===== src/tcwc_params.svh =====
// register offsets, field positions, reset values and timing counts
`ifndef TCWC_PARAMS_SVH
`define TCWC_PARAMS_SVH

`define TCWC_ADDR_W          8
`define TCWC_OFS_CTRL_A      8'hb0
`define TCWC_OFS_CTRL_B      8'hb4
`define TCWC_OFS_CMP_A       8'hb8
`define TCWC_OFS_CMP_B       8'hbc
`define TCWC_OFS_COUNT       8'hc0
`define TCWC_OFS_IRQ_STAT    8'hc4
`define TCWC_OFS_IRQ_MASK    8'hc8

`define TCWC_CTRL_A_RESET    8'h00
`define TCWC_CTRL_A_WMASK    8'hf3
`define TCWC_CTRL_B_RESET    8'h00
`define TCWC_CTRL_B_WMASK    8'h09
`define TCWC_CMP_RESET       8'h00

`define TCWC_F_MODE_A_HI     7
`define TCWC_F_MODE_A_LO     6
`define TCWC_F_MODE_B_HI     5
`define TCWC_F_MODE_B_LO     4
`define TCWC_F_WGM_LO_HI     1
`define TCWC_F_WGM_LO_LO     0
`define TCWC_F_WGM_HI        3
`define TCWC_F_RUN           0

`define TCWC_IRQ_OVF         0
`define TCWC_IRQ_MATCH_A     1
`define TCWC_IRQ_MATCH_B     2

`define TCWC_MAX             8'hff
`define TCWC_BOTTOM          8'h00
`define TCWC_TICK_DIV        4'h4

`endif


===== src/tcwc_pkg.sv =====
// types shared by the waveform control block
package tcwc_pkg;

    typedef logic [7:0] tcwc_byte_t;
    typedef logic [1:0] tcwc_out_mode_t;

    typedef enum logic [4:0] {
        TCWC_FAM_NORMAL = 5'b00001,
        TCWC_FAM_CTC    = 5'b00010,
        TCWC_FAM_FAST   = 5'b00100,
        TCWC_FAM_PHASE  = 5'b01000,
        TCWC_FAM_RSVD   = 5'b10000
    } tcwc_family_t;

endpackage


===== src/tcwc_timer.sv =====
// 8-bit timer with waveform generation modes, compare outputs and apb registers
// Operation
// - nonzero output-mode field hands the pin to the compare output, except pwm code one unless channel a with wgm_hi set
// - non-pwm codes: off, toggle, clear, set on compare match
// - fast pwm channel a: code two clear/set-bottom, three the inverse
// - pwm channel a code one: off if wgm_hi clear, else toggle
// - fast pwm channel b: code one reserved, two and three as channel a
// - fast pwm compare at top with high bit: act only at bottom
// - phase pwm channel a: code two clears up, sets down; three reverse
// - phase pwm channel b: code one reserved, two and three as a
// - phase pwm compare at top with high bit: act only at top
// - control bits 3 and 2 always read zero
// - mode is three bits: two here, one in the second control
// - mode table selects count sequence, top source and waveform
// - compare reload and overflow point follow the mode
//
// The APB interface to the registers was left to the implementer.
`include "tcwc_params.svh"

module tcwc_timer (
    // clock and reset
    input  wire logic        pclk,
    input  wire logic        presetn,
    // apb slave
    input  wire logic        psel,
    input  wire logic        penable,
    input  wire logic        pwrite,
    input  wire logic [11:0] paddr,
    input  wire logic [31:0] pwdata,
    input  wire logic [3:0]  pstrb,
    output logic [31:0]      prdata,
    output logic             pready,
    output logic             pslverr,
    // compare output pins
    output logic             compare_out_a_pin,
    output logic             compare_out_a_en,
    output logic             compare_out_b_pin,
    output logic             compare_out_b_en,
    // interrupt
    output logic             irq
);
    import tcwc_pkg::*;

    // registers
    tcwc_byte_t   waveform_control_a_q;
    tcwc_byte_t   waveform_control_b_q;
    tcwc_byte_t   cmp_buf_a_q;
    tcwc_byte_t   cmp_buf_b_q;
    tcwc_byte_t   compare_value_a_q;
    tcwc_byte_t   compare_value_b_q;
    tcwc_byte_t   count_q;
    tcwc_byte_t   count_d;
    logic         count_down_q;
    logic [3:0]   div_q;
    logic         tick;
    logic [2:0]   irq_stat_q;
    logic [2:0]   irq_mask_q;
    logic [2:0]   irq_event;
    logic [31:0]  prdata_q;

    // decoded mode
    logic [2:0]     wave_gen_mode;
    tcwc_family_t   family;
    tcwc_byte_t     top_value;
    logic           top_from_compare_a;
    tcwc_out_mode_t cmp_out_mode_a;
    tcwc_out_mode_t cmp_out_mode_b;
    logic           at_top;
    logic           at_bottom;
    logic           to_bottom;
    logic           match_a;
    logic           match_b;
    logic           overflow_flag;

    // bus decode
    logic         acc_setup;
    logic         acc_write;
    logic         acc_read;
    logic         addr_ok;
    logic [7:0]   addr_lo;

    // codes 4 and 6 are reserved
    function automatic tcwc_family_t mode_family(input logic [2:0] m);
        unique case (m)
            3'h0:    mode_family = TCWC_FAM_NORMAL;
            3'h1:    mode_family = TCWC_FAM_PHASE;
            3'h2:    mode_family = TCWC_FAM_CTC;
            3'h3:    mode_family = TCWC_FAM_FAST;
            3'h5:    mode_family = TCWC_FAM_PHASE;
            3'h7:    mode_family = TCWC_FAM_FAST;
            default: mode_family = TCWC_FAM_RSVD;
        endcase
    endfunction

    // anything else gets pslverr
    function automatic logic is_mapped(input logic [11:0] a);
        is_mapped = (a[11:8] == 4'h0) && (
            a[7:0] == `TCWC_OFS_CTRL_A || a[7:0] == `TCWC_OFS_CTRL_B ||
            a[7:0] == `TCWC_OFS_CMP_A || a[7:0] == `TCWC_OFS_CMP_B ||
            a[7:0] == `TCWC_OFS_COUNT || a[7:0] == `TCWC_OFS_IRQ_STAT ||
            a[7:0] == `TCWC_OFS_IRQ_MASK);
    endfunction

    // mode field spans both control registers
    assign wave_gen_mode = {waveform_control_b_q[`TCWC_F_WGM_HI],
                            waveform_control_a_q[`TCWC_F_WGM_LO_HI:`TCWC_F_WGM_LO_LO]};
    // family picks wave and count
    assign family = mode_family(wave_gen_mode);
    assign top_from_compare_a = (wave_gen_mode == 3'h2) || (wave_gen_mode == 3'h5) ||
                                (wave_gen_mode == 3'h7);
    assign top_value = top_from_compare_a ? compare_value_a_q : `TCWC_MAX;

    // output-mode fields of ctrl a
    assign cmp_out_mode_a = waveform_control_a_q[`TCWC_F_MODE_A_HI:`TCWC_F_MODE_A_LO];
    assign cmp_out_mode_b = waveform_control_a_q[`TCWC_F_MODE_B_HI:`TCWC_F_MODE_B_LO];

    // timer tick: one-cycle enable from the divider, gated by run
    always_ff @(posedge pclk or negedge presetn) begin
        if (!presetn) begin
            div_q <= 4'h0;
        end else if (!waveform_control_b_q[`TCWC_F_RUN]) begin
            div_q <= 4'h0;
        end else if (div_q == `TCWC_TICK_DIV - 4'h1) begin
            div_q <= 4'h0;
        end else begin
            div_q <= div_q + 4'h1;
        end
    end

    // reserved modes freeze the counter rather than run an undefined sequence
    assign tick = waveform_control_b_q[`TCWC_F_RUN] &&
                  (div_q == `TCWC_TICK_DIV - 4'h1) && (family != TCWC_FAM_RSVD);

    // top is compare a in 2, 5, 7
    assign at_top    = (count_q == top_value);
    assign at_bottom = (count_q == `TCWC_BOTTOM);
    // flags the fast pwm wrap from top to bottom; ctc also wraps, but only in the count logic
    assign to_bottom = at_top && (family == TCWC_FAM_FAST);
    // matches count on a tick only
    assign match_a   = tick && (count_q == compare_value_a_q);
    assign match_b   = tick && (count_q == compare_value_b_q);

    // count sequence per mode
    always_comb begin
        count_d = count_q;
        if (tick) begin
            unique case (family)
                TCWC_FAM_NORMAL: count_d = count_q + 8'h01;
                TCWC_FAM_CTC, TCWC_FAM_FAST: begin
                    count_d = at_top ? `TCWC_BOTTOM : count_q + 8'h01;
                end
                TCWC_FAM_PHASE: begin
                    if (count_down_q) begin
                        count_d = at_bottom ? count_q + 8'h01 : count_q - 8'h01;
                    end else begin
                        count_d = at_top ? count_q - 8'h01 : count_q + 8'h01;
                    end
                end
                TCWC_FAM_RSVD: count_d = count_q;
            endcase
        end
    end

    // counter survives mode changes
    always_ff @(posedge pclk or negedge presetn) begin
        if (!presetn) begin
            count_q <= `TCWC_BOTTOM;
        end else begin
            count_q <= count_d;
        end
    end

    // direction: phase modes only
    always_ff @(posedge pclk or negedge presetn) begin
        if (!presetn) begin
            count_down_q <= 1'b0;
        end else if (family != TCWC_FAM_PHASE) begin
            count_down_q <= 1'b0;
        end else if (tick && at_top && !count_down_q) begin
            count_down_q <= 1'b1;
        end else if (tick && at_bottom && count_down_q) begin
            count_down_q <= 1'b0;
        end
    end

    // compare reload: immediate, at top, or at bottom by mode
    always_ff @(posedge pclk or negedge presetn) begin
        if (!presetn) begin
            compare_value_a_q <= `TCWC_CMP_RESET;
            compare_value_b_q <= `TCWC_CMP_RESET;
        end else begin
            unique case (family)
                TCWC_FAM_NORMAL, TCWC_FAM_CTC, TCWC_FAM_RSVD: begin
                    compare_value_a_q <= cmp_buf_a_q;
                    compare_value_b_q <= cmp_buf_b_q;
                end
                TCWC_FAM_PHASE: begin
                    if (tick && at_top) begin
                        compare_value_a_q <= cmp_buf_a_q;
                        compare_value_b_q <= cmp_buf_b_q;
                    end
                end
                TCWC_FAM_FAST: begin
                    if (tick && to_bottom) begin
                        compare_value_a_q <= cmp_buf_a_q;
                        compare_value_b_q <= cmp_buf_b_q;
                    end
                end
            endcase
        end
    end

    // overflow point by mode
    always_comb begin
        unique case (wave_gen_mode)
            3'h0, 3'h2, 3'h3: overflow_flag = tick && (count_q == `TCWC_MAX);
            3'h1, 3'h5:       overflow_flag = tick && at_bottom;
            3'h7:             overflow_flag = tick && at_top;
            default:          overflow_flag = 1'b0;
        endcase
    end

    // channels share counter, tick
    tcwc_wave_chan u_chan_a (
        .pclk       (pclk),
        .presetn    (presetn),
        .is_chan_a  (1'b1),
        .family     (family),
        .out_mode   (cmp_out_mode_a),
        .wgm_hi     (wave_gen_mode[2]),
        .tick       (tick),
        .match      (match_a),
        .cmp_is_top (compare_value_a_q == top_value),
        .at_top     (at_top),
        .to_bottom  (to_bottom),
        .count_down (count_down_q),
        .pin_q      (compare_out_a_pin),
        .pin_en     (compare_out_a_en)
    );

    // b: code one off in pwm
    tcwc_wave_chan u_chan_b (
        .pclk       (pclk),
        .presetn    (presetn),
        .is_chan_a  (1'b0),
        .family     (family),
        .out_mode   (cmp_out_mode_b),
        .wgm_hi     (wave_gen_mode[2]),
        .tick       (tick),
        .match      (match_b),
        .cmp_is_top (compare_value_b_q == top_value),
        .at_top     (at_top),
        .to_bottom  (to_bottom),
        .count_down (count_down_q),
        .pin_q      (compare_out_b_pin),
        .pin_en     (compare_out_b_en)
    );

    // apb: zero wait states, read data captured in the setup cycle
    assign addr_lo   = paddr[7:0];
    assign addr_ok   = is_mapped(paddr);
    assign acc_setup = psel && !penable;
    assign acc_write = psel && penable && pwrite && addr_ok;
    assign acc_read  = psel && penable && !pwrite && addr_ok;
    assign pready    = 1'b1;
    assign pslverr   = psel && penable && !addr_ok;
    assign prdata    = prdata_q;

    // setup capture: no wait state
    always_ff @(posedge pclk or negedge presetn) begin
        if (!presetn) begin
            prdata_q <= 32'h0000_0000;
        end else if (acc_setup && !pwrite) begin
            prdata_q <= 32'h0000_0000;
            if (paddr[11:8] == 4'h0) begin
                unique case (addr_lo)
                    `TCWC_OFS_CTRL_A:   prdata_q[7:0] <= waveform_control_a_q;
                    `TCWC_OFS_CTRL_B:   prdata_q[7:0] <= waveform_control_b_q;
                    `TCWC_OFS_CMP_A:    prdata_q[7:0] <= cmp_buf_a_q;
                    `TCWC_OFS_CMP_B:    prdata_q[7:0] <= cmp_buf_b_q;
                    `TCWC_OFS_COUNT:    prdata_q[7:0] <= count_q;
                    `TCWC_OFS_IRQ_STAT: prdata_q[2:0] <= irq_stat_q;
                    `TCWC_OFS_IRQ_MASK: prdata_q[2:0] <= irq_mask_q;
                    default:            prdata_q      <= 32'h0000_0000;
                endcase
            end
        end
    end

    // control registers; reserved bits are never stored
    always_ff @(posedge pclk or negedge presetn) begin
        if (!presetn) begin
            waveform_control_a_q <= `TCWC_CTRL_A_RESET;
            waveform_control_b_q <= `TCWC_CTRL_B_RESET;
        end else if (acc_write && pstrb[0]) begin
            if (addr_lo == `TCWC_OFS_CTRL_A) begin
                waveform_control_a_q <= pwdata[7:0] & `TCWC_CTRL_A_WMASK;
            end
            if (addr_lo == `TCWC_OFS_CTRL_B) begin
                waveform_control_b_q <= pwdata[7:0] & `TCWC_CTRL_B_WMASK;
            end
        end
    end

    // writes go to reload buffers
    always_ff @(posedge pclk or negedge presetn) begin
        if (!presetn) begin
            cmp_buf_a_q <= `TCWC_CMP_RESET;
            cmp_buf_b_q <= `TCWC_CMP_RESET;
            irq_mask_q  <= 3'h0;
        end else if (acc_write && pstrb[0]) begin
            if (addr_lo == `TCWC_OFS_CMP_A) begin
                cmp_buf_a_q <= pwdata[7:0];
            end
            if (addr_lo == `TCWC_OFS_CMP_B) begin
                cmp_buf_b_q <= pwdata[7:0];
            end
            if (addr_lo == `TCWC_OFS_IRQ_MASK) begin
                irq_mask_q <= pwdata[2:0];
            end
        end
    end

    // sticky status, read clears; a new event in the same cycle survives
    assign irq_event[`TCWC_IRQ_OVF]     = overflow_flag;
    assign irq_event[`TCWC_IRQ_MATCH_A] = match_a;
    assign irq_event[`TCWC_IRQ_MATCH_B] = match_b;

    always_ff @(posedge pclk or negedge presetn) begin
        if (!presetn) begin
            irq_stat_q <= 3'h0;
        end else if (acc_read && addr_lo == `TCWC_OFS_IRQ_STAT) begin
            irq_stat_q <= irq_event;
        end else begin
            irq_stat_q <= irq_stat_q | irq_event;
        end
    end

    // level until status is read
    assign irq = |(irq_stat_q & irq_mask_q);

endmodule


===== src/tcwc_wave_chan.sv =====
// one compare output channel: pin level and pin override enable
module tcwc_wave_chan (
    // clock and reset
    input  wire logic                   pclk,
    input  wire logic                   presetn,
    // configuration
    input  wire logic                   is_chan_a,
    input  wire tcwc_pkg::tcwc_family_t family,
    input  wire tcwc_pkg::tcwc_out_mode_t out_mode,
    input  wire logic                   wgm_hi,
    // counter events; only match arrives qualified by the timer tick, the others are levels
    input  wire logic                   tick,
    input  wire logic                   match,
    input  wire logic                   cmp_is_top,
    input  wire logic                   at_top,
    input  wire logic                   to_bottom,
    input  wire logic                   count_down,
    // pin side
    output logic                        pin_q,
    output logic                        pin_en
);
    import tcwc_pkg::*;

    logic pwm;
    logic code1_live;
    logic special;
    logic pin_d;

    assign pwm = (family == TCWC_FAM_FAST) || (family == TCWC_FAM_PHASE);
    // code one in pwm: only channel a with wgm_hi toggles, else disconnected
    assign code1_live = is_chan_a && wgm_hi;
    // compare at top with high mode bit: match ignored in pwm
    assign special = pwm && cmp_is_top && out_mode[1];

    always_comb begin
        if (out_mode == 2'b00) begin
            pin_en = 1'b0;
        end else if (pwm && out_mode == 2'b01) begin
            pin_en = code1_live;
        end else begin
            pin_en = 1'b1;
        end
    end

    always_comb begin
        pin_d = pin_q;
        if (tick) begin
            unique case (family)
                TCWC_FAM_NORMAL, TCWC_FAM_CTC: begin
                    if (match) begin
                        unique case (out_mode)
                            2'b01:   pin_d = ~pin_q;
                            2'b10:   pin_d = 1'b0;
                            2'b11:   pin_d = 1'b1;
                            default: pin_d = pin_q;
                        endcase
                    end
                end
                TCWC_FAM_FAST: begin
                    if (out_mode[1]) begin
                        if (match && !special) begin
                            pin_d = out_mode[0];
                        end else if (to_bottom) begin
                            pin_d = ~out_mode[0];
                        end
                    end else if (out_mode[0] && code1_live && match) begin
                        pin_d = ~pin_q;
                    end
                end
                TCWC_FAM_PHASE: begin
                    if (out_mode[1]) begin
                        if (special) begin
                            if (at_top) begin
                                pin_d = out_mode[0];
                            end
                        end else if (match) begin
                            pin_d = count_down ? ~out_mode[0] : out_mode[0];
                        end
                    end else if (out_mode[0] && code1_live && match) begin
                        pin_d = ~pin_q;
                    end
                end
                TCWC_FAM_RSVD: pin_d = pin_q;
            endcase
        end
    end

    always_ff @(posedge pclk or negedge presetn) begin
        if (!presetn) begin
            pin_q <= 1'b0;
        end else begin
            pin_q <= pin_d;
        end
    end

endmodule

===== config.mk =====
export PLATFORM = sky130hd
export DESIGN_NAME = tcwc_timer
export DESIGN_NICKNAME = d
export VERILOG_FILES = /design/src/tcwc_pkg.sv /design/src/tcwc_timer.sv /design/src/tcwc_wave_chan.sv
export VERILOG_INCLUDE_DIRS = /design/src
export SDC_FILE = /design/constraint.sdc
export NUM_CORES = 1
export LEC_CHECK = 0
export BUFFER_PORTS_ARGS = -buffer_cell sky130_fd_sc_hd__buf_2
export CAP_MARGIN = 0
export CORE_MARGIN = 3
export CORE_UTILIZATION = 51
export DETAILED_ROUTE_END_ITERATION = 16
export GPL_TIMING_DRIVEN = 1
export PLACE_DENSITY_LB_ADDON = 0.08
export SYNTH_ARGS = -nofsm -noshare
export SYNTH_HDL_FRONTEND = slang
export SYNTH_HIERARCHICAL = 1
export SYNTH_SLANG_ARGS = --single-unit
export TNS_END_PERCENT = 1

===== constraint.sdc =====
create_clock -name pclk -period 3.4 [get_ports pclk]
set_input_delay 0.34 -clock pclk [delete_from_list [all_inputs] [get_ports pclk]]
set_output_delay 0.34 -clock pclk [all_outputs]
set_load 0.005 [all_outputs]

# ---- After elaboration in Yosys (flattened, before gate mapping)
# Index checks and enable logic that the tools add are counted.
dict set report totals {
  register_bits 93
  inputBits 53
  out_inout_bits 39
  wordCells 189
}
dict set report classes {
  add_sub_neg 3
  eq_ne 46
  n_mux 50
  bitwise_logic 7
  reduce_logical 69
}
# operator n
set op_table {}
lappend op_table {{8-bit 2-to-1 mux} 10}
lappend op_table {{8-bit case mux with 3 select lines} 3}
lappend op_table {{8-bit == test (second input constant)} 8}
lappend op_table {{8-bit == test} 5}
lappend op_table {{1-bit logical AND} 32}
lappend op_table {{1-bit 2-to-1 mux} 26}
lappend op_table {{5-bit case mux with 5 select lines} 1}
lappend op_table {{3-bit case mux with 7 select lines} 1}
lappend op_table {{5-bit case mux with 4 select lines} 1}
lappend op_table {{1-bit case mux with 3 select lines} 5}
lappend op_table {{2-bit AND reduction} 7}
lappend op_table {{1-bit logical OR} 9}
lappend op_table {{9-bit AND reduction} 1}
lappend op_table {{3-bit OR reduction} 3}
lappend op_table {{8-bit by 1-bit adder with 8-bit output (second input constant)} 1}
lappend op_table {{2-bit == test (second input constant)} 4}
lappend op_table {{8-bit logical NOT} 1}
lappend op_table {{4-bit 2-to-1 mux} 2}
lappend op_table {{4-bit by 3-bit inequality test with 1-bit output (second input constant)} 2}
lappend op_table {{2-bit OR reduction} 4}
lappend op_table {{8-bit by 1-bit subtractor with 8-bit output (second input constant)} 1}
lappend op_table {{7-bit AND reduction} 1}
lappend op_table {{3-bit by 2-bit == test with 1-bit output (second input constant)} 2}
lappend op_table {{3-bit == test (second input constant)} 2}
lappend op_table {{28 further kinds} 43}

# ---- Depth between registers and ports, before layout
# Gate-level depths: netlist (run 1).
dict set report logic_depth {
  ltp_word 12
  mapped_depth 14
  depth_no_buf 13
}

# ---- Modules after synthesis
# The synthesis (run 1) kept the hierarchy.
# module instances cells_per_inst area_each_um2 seq_area_each_um2
set modules_own_cells {}
lappend modules_own_cells {tcwc_timer 1 444 4262.8 1676.6}
lappend modules_own_cells {tcwc_wave_chan 2 38 305.3 25.0}

# ---- Worst setup path before layout (run 1)
# Ideal clock, no wire load.
dict set report synth_path {
  path_kind {register to register}
  startpoint {reg waveform_control_a_q[1]}
  endpoint {reg u_chan_b.pin_q}
  setup_time_ns 0.131
  arrival_ns 3.095
  required_ns 3.269
  setup_slack_ns 0.174
  path_stages_with_launch 15
  n_path_buf 1
  synth_period_minus_slack_ns 3.226
  cell_sequence {dfrtp_1 > or3b_4 > inv_2 > nor2_1 > clkbuf_1 > nor3_1 > a21o_1 > a22oi_1 > a211o_1 > nor3_1 > inv_1 > o31ai_2 > mux2i_1 > o32ai_1 > o41a_2}
}
dict set report synth_via {
  elab_chain_len 12
  elab_cells_between_ends 43
  cone_classes {eq/ne: 20; mux: 7; bitwise: 1; reduce/logical: 15}
}
# item line_no
set synth_rtl {}
lappend synth_rtl {{start: declaration} tcwc_timer.sv:45} ;# tcwc_byte_t waveform_control_a_q;
lappend synth_rtl {{start signal: assignment} tcwc_timer.sv:293} ;# waveform_control_a_q <= `TCWC_CTRL_A_RESET;
lappend synth_rtl {{start signal: assignment} tcwc_timer.sv:297} ;# waveform_control_a_q <= pwdata[7:0] & `TCWC_CTRL_A_WMASK;
lappend synth_rtl {{3-bit == test (tied with other cells)} tcwc_timer.sv:84} ;# unique case (m)
lappend synth_rtl {{2-bit OR reduction (no line)} -}
lappend synth_rtl {{5-bit case mux with 4 select lines *} tcwc_timer.sv:84}
lappend synth_rtl {{net family[1]} tcwc_timer.sv:63} ;# tcwc_family_t family;
lappend synth_rtl {{5-bit by 3-bit == test with 1-bit output / 5-bit by 4-bit == test with 1-bit output (equally long branches)} {tcwc_timer.sv:138, tcwc_wave_chan.sv:29, tcwc_wave_chan.sv:48}}
lappend synth_rtl {{1-bit logical OR} tcwc_wave_chan.sv:29} ;# assign pwm = (family == TCWC_FAM_FAST) || (family == TCWC_FAM_PHASE);
lappend synth_rtl {{1-bit logical AND (2 in series)} tcwc_wave_chan.sv:33} ;# assign special = pwm && cmp_is_top && out_mode[1];
lappend synth_rtl {{1-bit logical NOT} tcwc_wave_chan.sv:61} ;# if (match && !special) begin
lappend synth_rtl {{1-bit logical AND} tcwc_wave_chan.sv:61}
lappend synth_rtl {{1-bit 2-to-1 mux} tcwc_wave_chan.sv:61}
lappend synth_rtl {{1-bit 2-to-1 mux} tcwc_wave_chan.sv:60} ;# if (out_mode[1]) begin
lappend synth_rtl {{1-bit case mux with 3 select lines} tcwc_wave_chan.sv:48} ;# unique case (family)
lappend synth_rtl {{end signal: assignment} tcwc_wave_chan.sv:92} ;# pin_q <= pin_d;
lappend synth_rtl {{end: declaration} tcwc_wave_chan.sv:19} ;# output logic pin_q,
# Mark *: on every way through the listed nets, which the timed path passes. The rest lies on a longest branch. The select of a mux whose other input is x is not followed.
# A chain may end at the register's enable or synchronous reset.

# ---- Worst setup path in the final report (run 1)
dict set report layout_path {
  startpoint {reg waveform_control_a_q[0]}
  endpoint {reg u_chan_b.pin_q}
}
# Same word-level chain as after synthesis.

==> run summary, run 1 <==
status - finished, final reports clean
Antenna Nets Post-Route - 0
Post-Syn Area - 0.00487 sq mm
clock sinks - 69
fill cell count - 852
antenna violations before repair - 0
RR Endpoint - u_chan_b/pin_q
ant diodes - 0
Sw Pwr - 0.366 mW
CTS tree - built
M3 GR Usage - 0.0318
routed vias/inst - 5.94
Clock Tree Buf Depth - 2
most frequent cells in the layout - 69 x dfrtp_1, 41 x nand2_1, 39 x buf_2
register bit total from synthesis - 69
Crit path arrival time - 3.38 ns
Worst setup SP type - flip-flop
post-route setup TNS - 0 ns
Iteration-0 DRC Markers - 306
post_cts resized - 0
fin area - 0.00539 sq mm
max-cap viol count - 0
Avg Inst Size Synth - 9.37 sq um
Clock Skew - 0.0201 ns
router iterations before antenna repair - 5
yosys warns - 6
sequential share of power - 0.518
routed len/inst - 17.8 um
clk slew on worst S/H paths - 0.09 ns
multi-input logic area - 0.00292 sq mm
Yosys cell types - 72
placed cell areas - 0.00516 sq mm
Combinational Power Share - 0.039
Root Buffer - clkbuf_8
Worst Hold Class - in -> async
instance count of the mapped netlist - 520
Sw Share - 0.231
port bufs - 39
Slew headroom - 0.483
GRT met1 Usage - 0.327
Post-route DRC - 0
f_max - 0.317 GHz
setup slack after layout - 0.243 ns
critical-path maximum fanout - 5
total chip power - 1.58 mW
Register Area - 0.00173 sq mm
DIE HEIGHT - 104 um
clock buffer count from CTS - 9
WP data required - 3.62 ns
Die ar. - 0.0108 sq mm
Period minus WS final - 3.16 ns
fin. max-slew vios - 0
beginning of the critical path - waveform_control_a_q[0]
Slew @ Worst Pin - 0.770 ns
count of final setup violators - 0
hold_buf cts - 0
layout cells sized above 1 - 0.232
post-DP HPWL - 9310 um
CTS H-tree depth - 3
critical-path cell list - or3b_4 -> inv_2 -> nor2_2 -> nor3_2 -> a21o_1 -> a22oi_1 -> a211o_1 -> nor3_4 -> inv_1 -> o31ai_2 -> mux2i_1 -> o32ai_1 -> o41a_2
global-route wire length before repair - 20600 um
CP max stage cell - o41a_2
number of post-CTS setup repair buffers - 0
Crit Path Category - reg -> reg
Leak - 2.50 nW
final number of hold-violating endpoints - 0
post-synthesis sequential area ratio - 0.354
pin count of the biggest net entering global routing - 38
gr busiest metal - met2
EDFF count, synth - 0
total grt overflow - 0
Syn-to-layout area delta - 10.7%
Max VDD drop - 0.258 mV
most common cell after layout, fill and taps aside - dfrtp_1
Worst setup endpoint - u_chan_b/pin_q
I/O pins - 92
number of core rows - 35
part of the cycle the worst path needs - 0.929
PwrDens - 294 mW/mm^2
RSZ-0062 raised after global routing - false
CP Capture Type - flip-flop
M2 GR Usage - 0.371
Synth Flop Type - dfrtp_1
routability-driven placement congestion ratio - 0.925
Clock Latency Late Sink - 0.35 ns
R2R Setup Slk - 0.24 ns
critical path's largest stage delay - 0.48 ns
vias - 4152
final net count - 628
pre-CTS setup slack - 0.118 ns
Die W - 104 um
Synth async-reset ratio - 1.00
vias in the first global route - 4062
All-Layer GR Usage - 0.235
clock group share of total power - 0.443
Placeable Area - 0.00928 sq mm
overall routed net length - 12400 um
number of cells on the worst reg-to-reg path - 13
starting density of the core - 0.525
RR Startpoint - waveform_control_a_q[0]
Pint - 1.22 mW
## cell families (layout without fill, tap and decap cells)
group / count (synthesis) / after routing / share of synthesized area
buffers and inverters: 64 / 87 / 0.0703
flip-flops: 69 / 69 / 0.354
AND/OR/NAND/NOR: 191 / 191 / 0.217
other: 2 / 29 / 0.00154
XOR/XNOR: 22 / 22 / 0.0395
adder cells (fa/ha/maj): 10 / 10 / 0.0257
AO/OA/AOI/OAI: 112 / 112 / 0.178
multiplexers: 50 / 50 / 0.114
## power groups by stage
stage               logic, mW  clock network (mW)  registers, mW
floorplan              0.0411                   0          0.836
global placement       0.0608                   0          0.836
global route           0.0703               0.762          0.820
detailed placement     0.0613                   0          0.836
CTS                    0.0617               0.725          0.820
finish                 0.0611               0.702          0.820
## worst min path at each step
| stage | cells after the start | from | endpoint | slack, ns |
|---|---|---|---|---|
| finish | 1 | presetn | count_q[2] | 0.04 |
| global route | 1 | presetn | count_q[2] | 0.09 |
| floorplan | 0 | presetn | cmp_buf_a_q[0] | 0.04 |
| CTS | 1 | presetn | count_q[2] | 0.07 |
| detailed placement | 1 | presetn | count_q[2] | 0.45 |
| global placement | 1 | presetn | count_q[2] | 0.44 |
## final cells by class
class,count,share of cell area
clock buffer,11,0.0281
clock inverter,5,0.0107
inverter,17,0.0118
multi-input combinational,414,0.542
sequential,69,0.320
tap,129,0.0299
timing repair buffer,54,0.0571
## synthesized netlist by cell type (5+ instances only)
cell type | instances | area share
a21o_1 | 7 | 0.011
a21oi_1 | 13 | 0.013
a222oi_1 | 5 | 0.010
a22o_1 | 10 | 0.018
a22oi_1 | 10 | 0.015
a31oi_1 | 7 | 0.0090
and2_1 | 12 | 0.015
and3_1 | 5 | 0.0064
buf_4 | 25 | 0.039
clkbuf_1 | 20 | 0.015
dfrtp_1 | 69 | 0.35
ha_1 | 10 | 0.026
inv_1 | 15 | 0.012
mux2_1 | 10 | 0.023
mux2_2 | 34 | 0.079
mux2i_1 | 6 | 0.012
nand2_1 | 41 | 0.032
nand2b_1 | 12 | 0.015
nand3_1 | 21 | 0.022
nand4_1 | 13 | 0.017
nor2_1 | 22 | 0.017
nor2b_1 | 6 | 0.0077
nor3_1 | 19 | 0.020
nor3b_1 | 9 | 0.014
nor4_1 | 5 | 0.0064
o21ai_0 | 16 | 0.016
or3_1 | 5 | 0.0064
xnor2_1 | 17 | 0.031
xor2_1 | 5 | 0.0090
## stage by stage
step / std cells / hold WS, ns / utilization
4_1_cts: 699 / 0.0659 / 0.579
3_5_place_dp: 683 / 0.452 / 0.556
3_3_place_gp: 683 / 0.443 / 0.556
6_report: 699 / 0.0434 / 0.581
2_1_floorplan: 547 / 0.0444 / -
5_1_grt: 699 / 0.0864 / 0.581
## flip-flops by register name (all words and copies together), names as in the netlist
name                  flops
irq_stat_q                3
irq_mask_q                3
compare_value_b_q         8
compare_value_a_q         8
div_q                     4
count_down_q              1
prdata                    8
waveform_control_b_q      2
cmp_buf_b_q               8
cmp_buf_a_q               8
waveform_control_a_q      6
u_chan_b/pin_q            1
u_chan_a/pin_q            1
count_q                   8
## critical path, delay by kind of cell (launching register included)
kind	cells	cell delay, ns
AND/OR/NAND/NOR	4	0.88
AO/OA/AOI/OAI	6	1.37
buffers and inverters	2	0.18
flip-flops	1	0.38
multiplexers	1	0.22
## layer usage
metal  routed length [um]  up-vias
li1                     -     1957
met1                 5530     2016
met2                 5740      154
met3                  757       25
met4                  386        0
met5                    0        -
No activity file was read; power rests on OpenSTA's default activity.
==> run 2, diff against run 1 <==
--- a/config.mk
+++ b/config.mk
@@ -6,11 +6,11 @@
 export SDC_FILE = /design/constraint.sdc
 export NUM_CORES = 1
 export LEC_CHECK = 0
-export BUFFER_PORTS_ARGS = -buffer_cell sky130_fd_sc_hd__buf_2
 export CAP_MARGIN = 0
 export CORE_MARGIN = 3
-export CORE_UTILIZATION = 51
+export CORE_UTILIZATION = 58
 export DETAILED_ROUTE_END_ITERATION = 16
+export DONT_BUFFER_PORTS = 1
 export GPL_TIMING_DRIVEN = 1
 export PLACE_DENSITY_LB_ADDON = 0.08
 export SYNTH_ARGS = -nofsm -noshare
==> run 2 against run 1 <==
Global-route usage increased by 0.99 points. Clock-buffer cell count did not move. Maximum frequency is 1.2% higher. Combinational power decreased by 31%. Total power increased by 6.9%. First-iteration DRC count grew 15%. Non-clock buffer count shrank 40. Sequential share of layout area is 1.2 points higher. Largest cell class unchanged.
==> run summary, run 2 (synthesized netlist as in run 1, its figures left out) <==
clock group share of total power - 0.490 (+0.047)
port bufs - 0 (-100%)
RR Endpoint - u_chan_b/pin_q
total chip power - 1.69 mW (+6.9%)
cell total after placement - 614 (-10%)
WL met1 - 5100 um (-7.8%)
ant diodes - 0 (unchanged)
Syn-to-layout area delta - 6.78%
vias in the first global route - 3843 (-5.4%)
Sw Share - 0.208 (-0.0234)
Crit path arrival time - 3.34 ns (-0.04 ns)
I/O pins - 92 (unchanged)
most frequent cells in the layout - 69 x dfrtp_1, 41 x nand2_1, 34 x mux2_2
Iteration-0 DRC Markers - 353 (+15%)
final number of hold-violating endpoints - 0 (unchanged)
Clock Skew - 0.00968 ns (-0.0104 ns)
max-cap viol count - 0 (unchanged)
Post-route DRC - 0 (unchanged)
status - finished, final reports clean
global-route wire length before repair - 19000 um (-7.8%)
most common cell after layout, fill and taps aside - dfrtp_1
total grt overflow - 0 (unchanged)
Slew headroom - 0.505 (+0.0224)
clock sinks - 69 (unchanged)
Sw Pwr - 0.351 mW (-4.0%)
Min Hold Slack - 0.137 ns (+0.0936 ns)
post-DP HPWL - 8730 um (-6.2%)
Die ar. - 0.00954 sq mm (-11%)
overall routed net length - 11600 um (-6.5%)
routability-driven placement congestion ratio - 0.944 (+2.0%)
pin count of the biggest net entering global routing - 70 (+84%)
routed len/inst - 18.4 um (+3.4%)
WP data required - 3.63 ns (about the same)
Placeable Area - 0.00793 sq mm (-15%)
CP Buf/Inv Count - 3 (+1)
final net count - 588 (-6.4%)
Root Buffer - clkbuf_8
Combinational Power Share - 0.025 (-0.014)
clock buffer count from CTS - 9 (unchanged)
hold path endpoint - cmp_buf_b_q[4]
routed vias/inst - 6.24 (+5.0%)
fin util - 0.656 (+0.0755)
part of the cycle the worst path needs - 0.917 (-0.0110)
hold path startpoint - pwdata[4]
Crit path max-delay family - compound AO/OA/AOI/OAI gates
Final Non-Filler Cells - 632 (-9.6%)
router iterations before antenna repair - 6 (+1)
fin. max-slew vios - 0 (unchanged)
Worst Hold Class - in -> reg
CP Capture Type - flip-flop
post-route setup TNS - 0 ns (unchanged)
critical-path maximum fanout - 8 (+3)
Die W - 97.7 um (-5.9%)
Max VDD drop - 0.281 mV (+8.7%)
Antenna Nets Post-Route - 0 (unchanged)
f_max - 0.321 GHz (+1.2%)
Crit Path Category - reg -> reg
sequential share of power - 0.485 (-0.033)
count of final setup violators - 0 (unchanged)
WL met2 - 5330 um (-7.1%)
critical-path cell list - or3b_4 -> inv_2 -> nor2_1 -> buf_4 -> nor3_1 -> a21o_1 -> a22o_1 -> a21oi_1 -> nor3_2 -> inv_1 -> o31ai_2 -> mux2i_1 -> o32ai_1 -> o41a_2
Slew @ Worst Pin - 0.737 ns (-0.0333 ns)
Worst Hold Depth - 1
DIE HEIGHT - 97.7 um (-5.9%)
fill cell count - 656 (-23%)
clk slew on worst S/H paths - 0.08 ns (about the same)
number of core rows - 32 (-8.6%)
placed cell areas - 0.00491 sq mm (-4.9%)
CTS H-tree depth - 3 (unchanged)
pre-CTS setup slack - 0.187 ns (+0.0697 ns)
setup slack after layout - 0.281 ns (+0.0375 ns)
RSZ-0062 raised after global routing - false
Clock Latency Late Sink - 0.35 ns (about the same)
PwrDens - 325 mW/mm^2 (+11%)
RR Startpoint - waveform_control_a_q[0]
vias - 3943 (-5.0%)
Leak - 2.32 nW (-7.5%)
CP max stage cell - o41a_2
starting density of the core - 0.615 (+0.0898)
All-Layer GR Usage - 0.245 (+0.00986)
fin area - 0.00520 sq mm (-3.5%)
Period minus WS final - 3.12 ns (-0.0375 ns)
number of cells on the worst reg-to-reg path - 14 (+1)
Clock Tree Buf Depth - 2 (unchanged)
layout cells sized above 1 - 0.166 (-0.0655)
Worst setup SP type - flip-flop
antenna violations before repair - 0 (unchanged)
met3 wire length - 969 um (+28%)
critical path's largest stage delay - 0.48 ns (about the same)
R2R Setup Slk - 0.28 ns (+0.04 ns)
CTS tree - built
Pint - 1.34 mW (+10%)
highest routed layer - met4
run 2: power by group through the flow:
stage | combinational [mW] | clock (mW) | sequential (mW)
detailed placement | 0.0211 | 0 | 0.836
floorplan | 0.0411 | 0 | 0.836
global placement | 0.0211 | 0 | 0.836
CTS | 0.0425 | 0.838 | 0.820
finish | 0.0422 | 0.829 | 0.820
global route | 0.0486 | 0.883 | 0.820
run 2: per-layer routing:
metal | vias up | GRT usage
met5 | - | 0
met4 | 0 | 0.0916
met3 | 21 | 0.0546
met2 | 148 | 0.389
met1 | 1906 | 0.328
li1 | 1868 | -
run 2: cell type report:
cell class / instances / area [sq um] / area share
clock buffers: 11 / 141 / 0.0272
inverters: 17 / 63.8 / 0.0123
multi-input cells: 414 / 2910 / 0.559
well taps: 102 / 128 / 0.0245
flip-flops and latches: 69 / 1730 / 0.332
repair buffers: 14 / 128 / 0.0245
clock inverters: 5 / 106 / 0.0204
run 2: what timing repair did:
item,in CTS,in global routing
hold buffers,2,0
gates resized for setup,0,1
endpoints found under the hold margin,69,0
setup endpoints to repair,0,1
setup buffers,0,0
run 2: worst max-delay path by stage:
stage | from | end | slack (ns) | cells after the start
floorplan | waveform_control_a_q[1] | u_chan_b/pin_q | 0.17 | 14
global placement | waveform_control_a_q[0] | u_chan_b/pin_q | 0.26 | 14
detailed placement | waveform_control_a_q[0] | u_chan_b/pin_q | 0.19 | 14
CTS | waveform_control_a_q[0] | u_chan_b/pin_q | 0.18 | 14
global route | waveform_control_a_q[0] | u_chan_b/pin_q | 0.09 | 14
finish | waveform_control_a_q[0] | u_chan_b/pin_q | 0.28 | 14
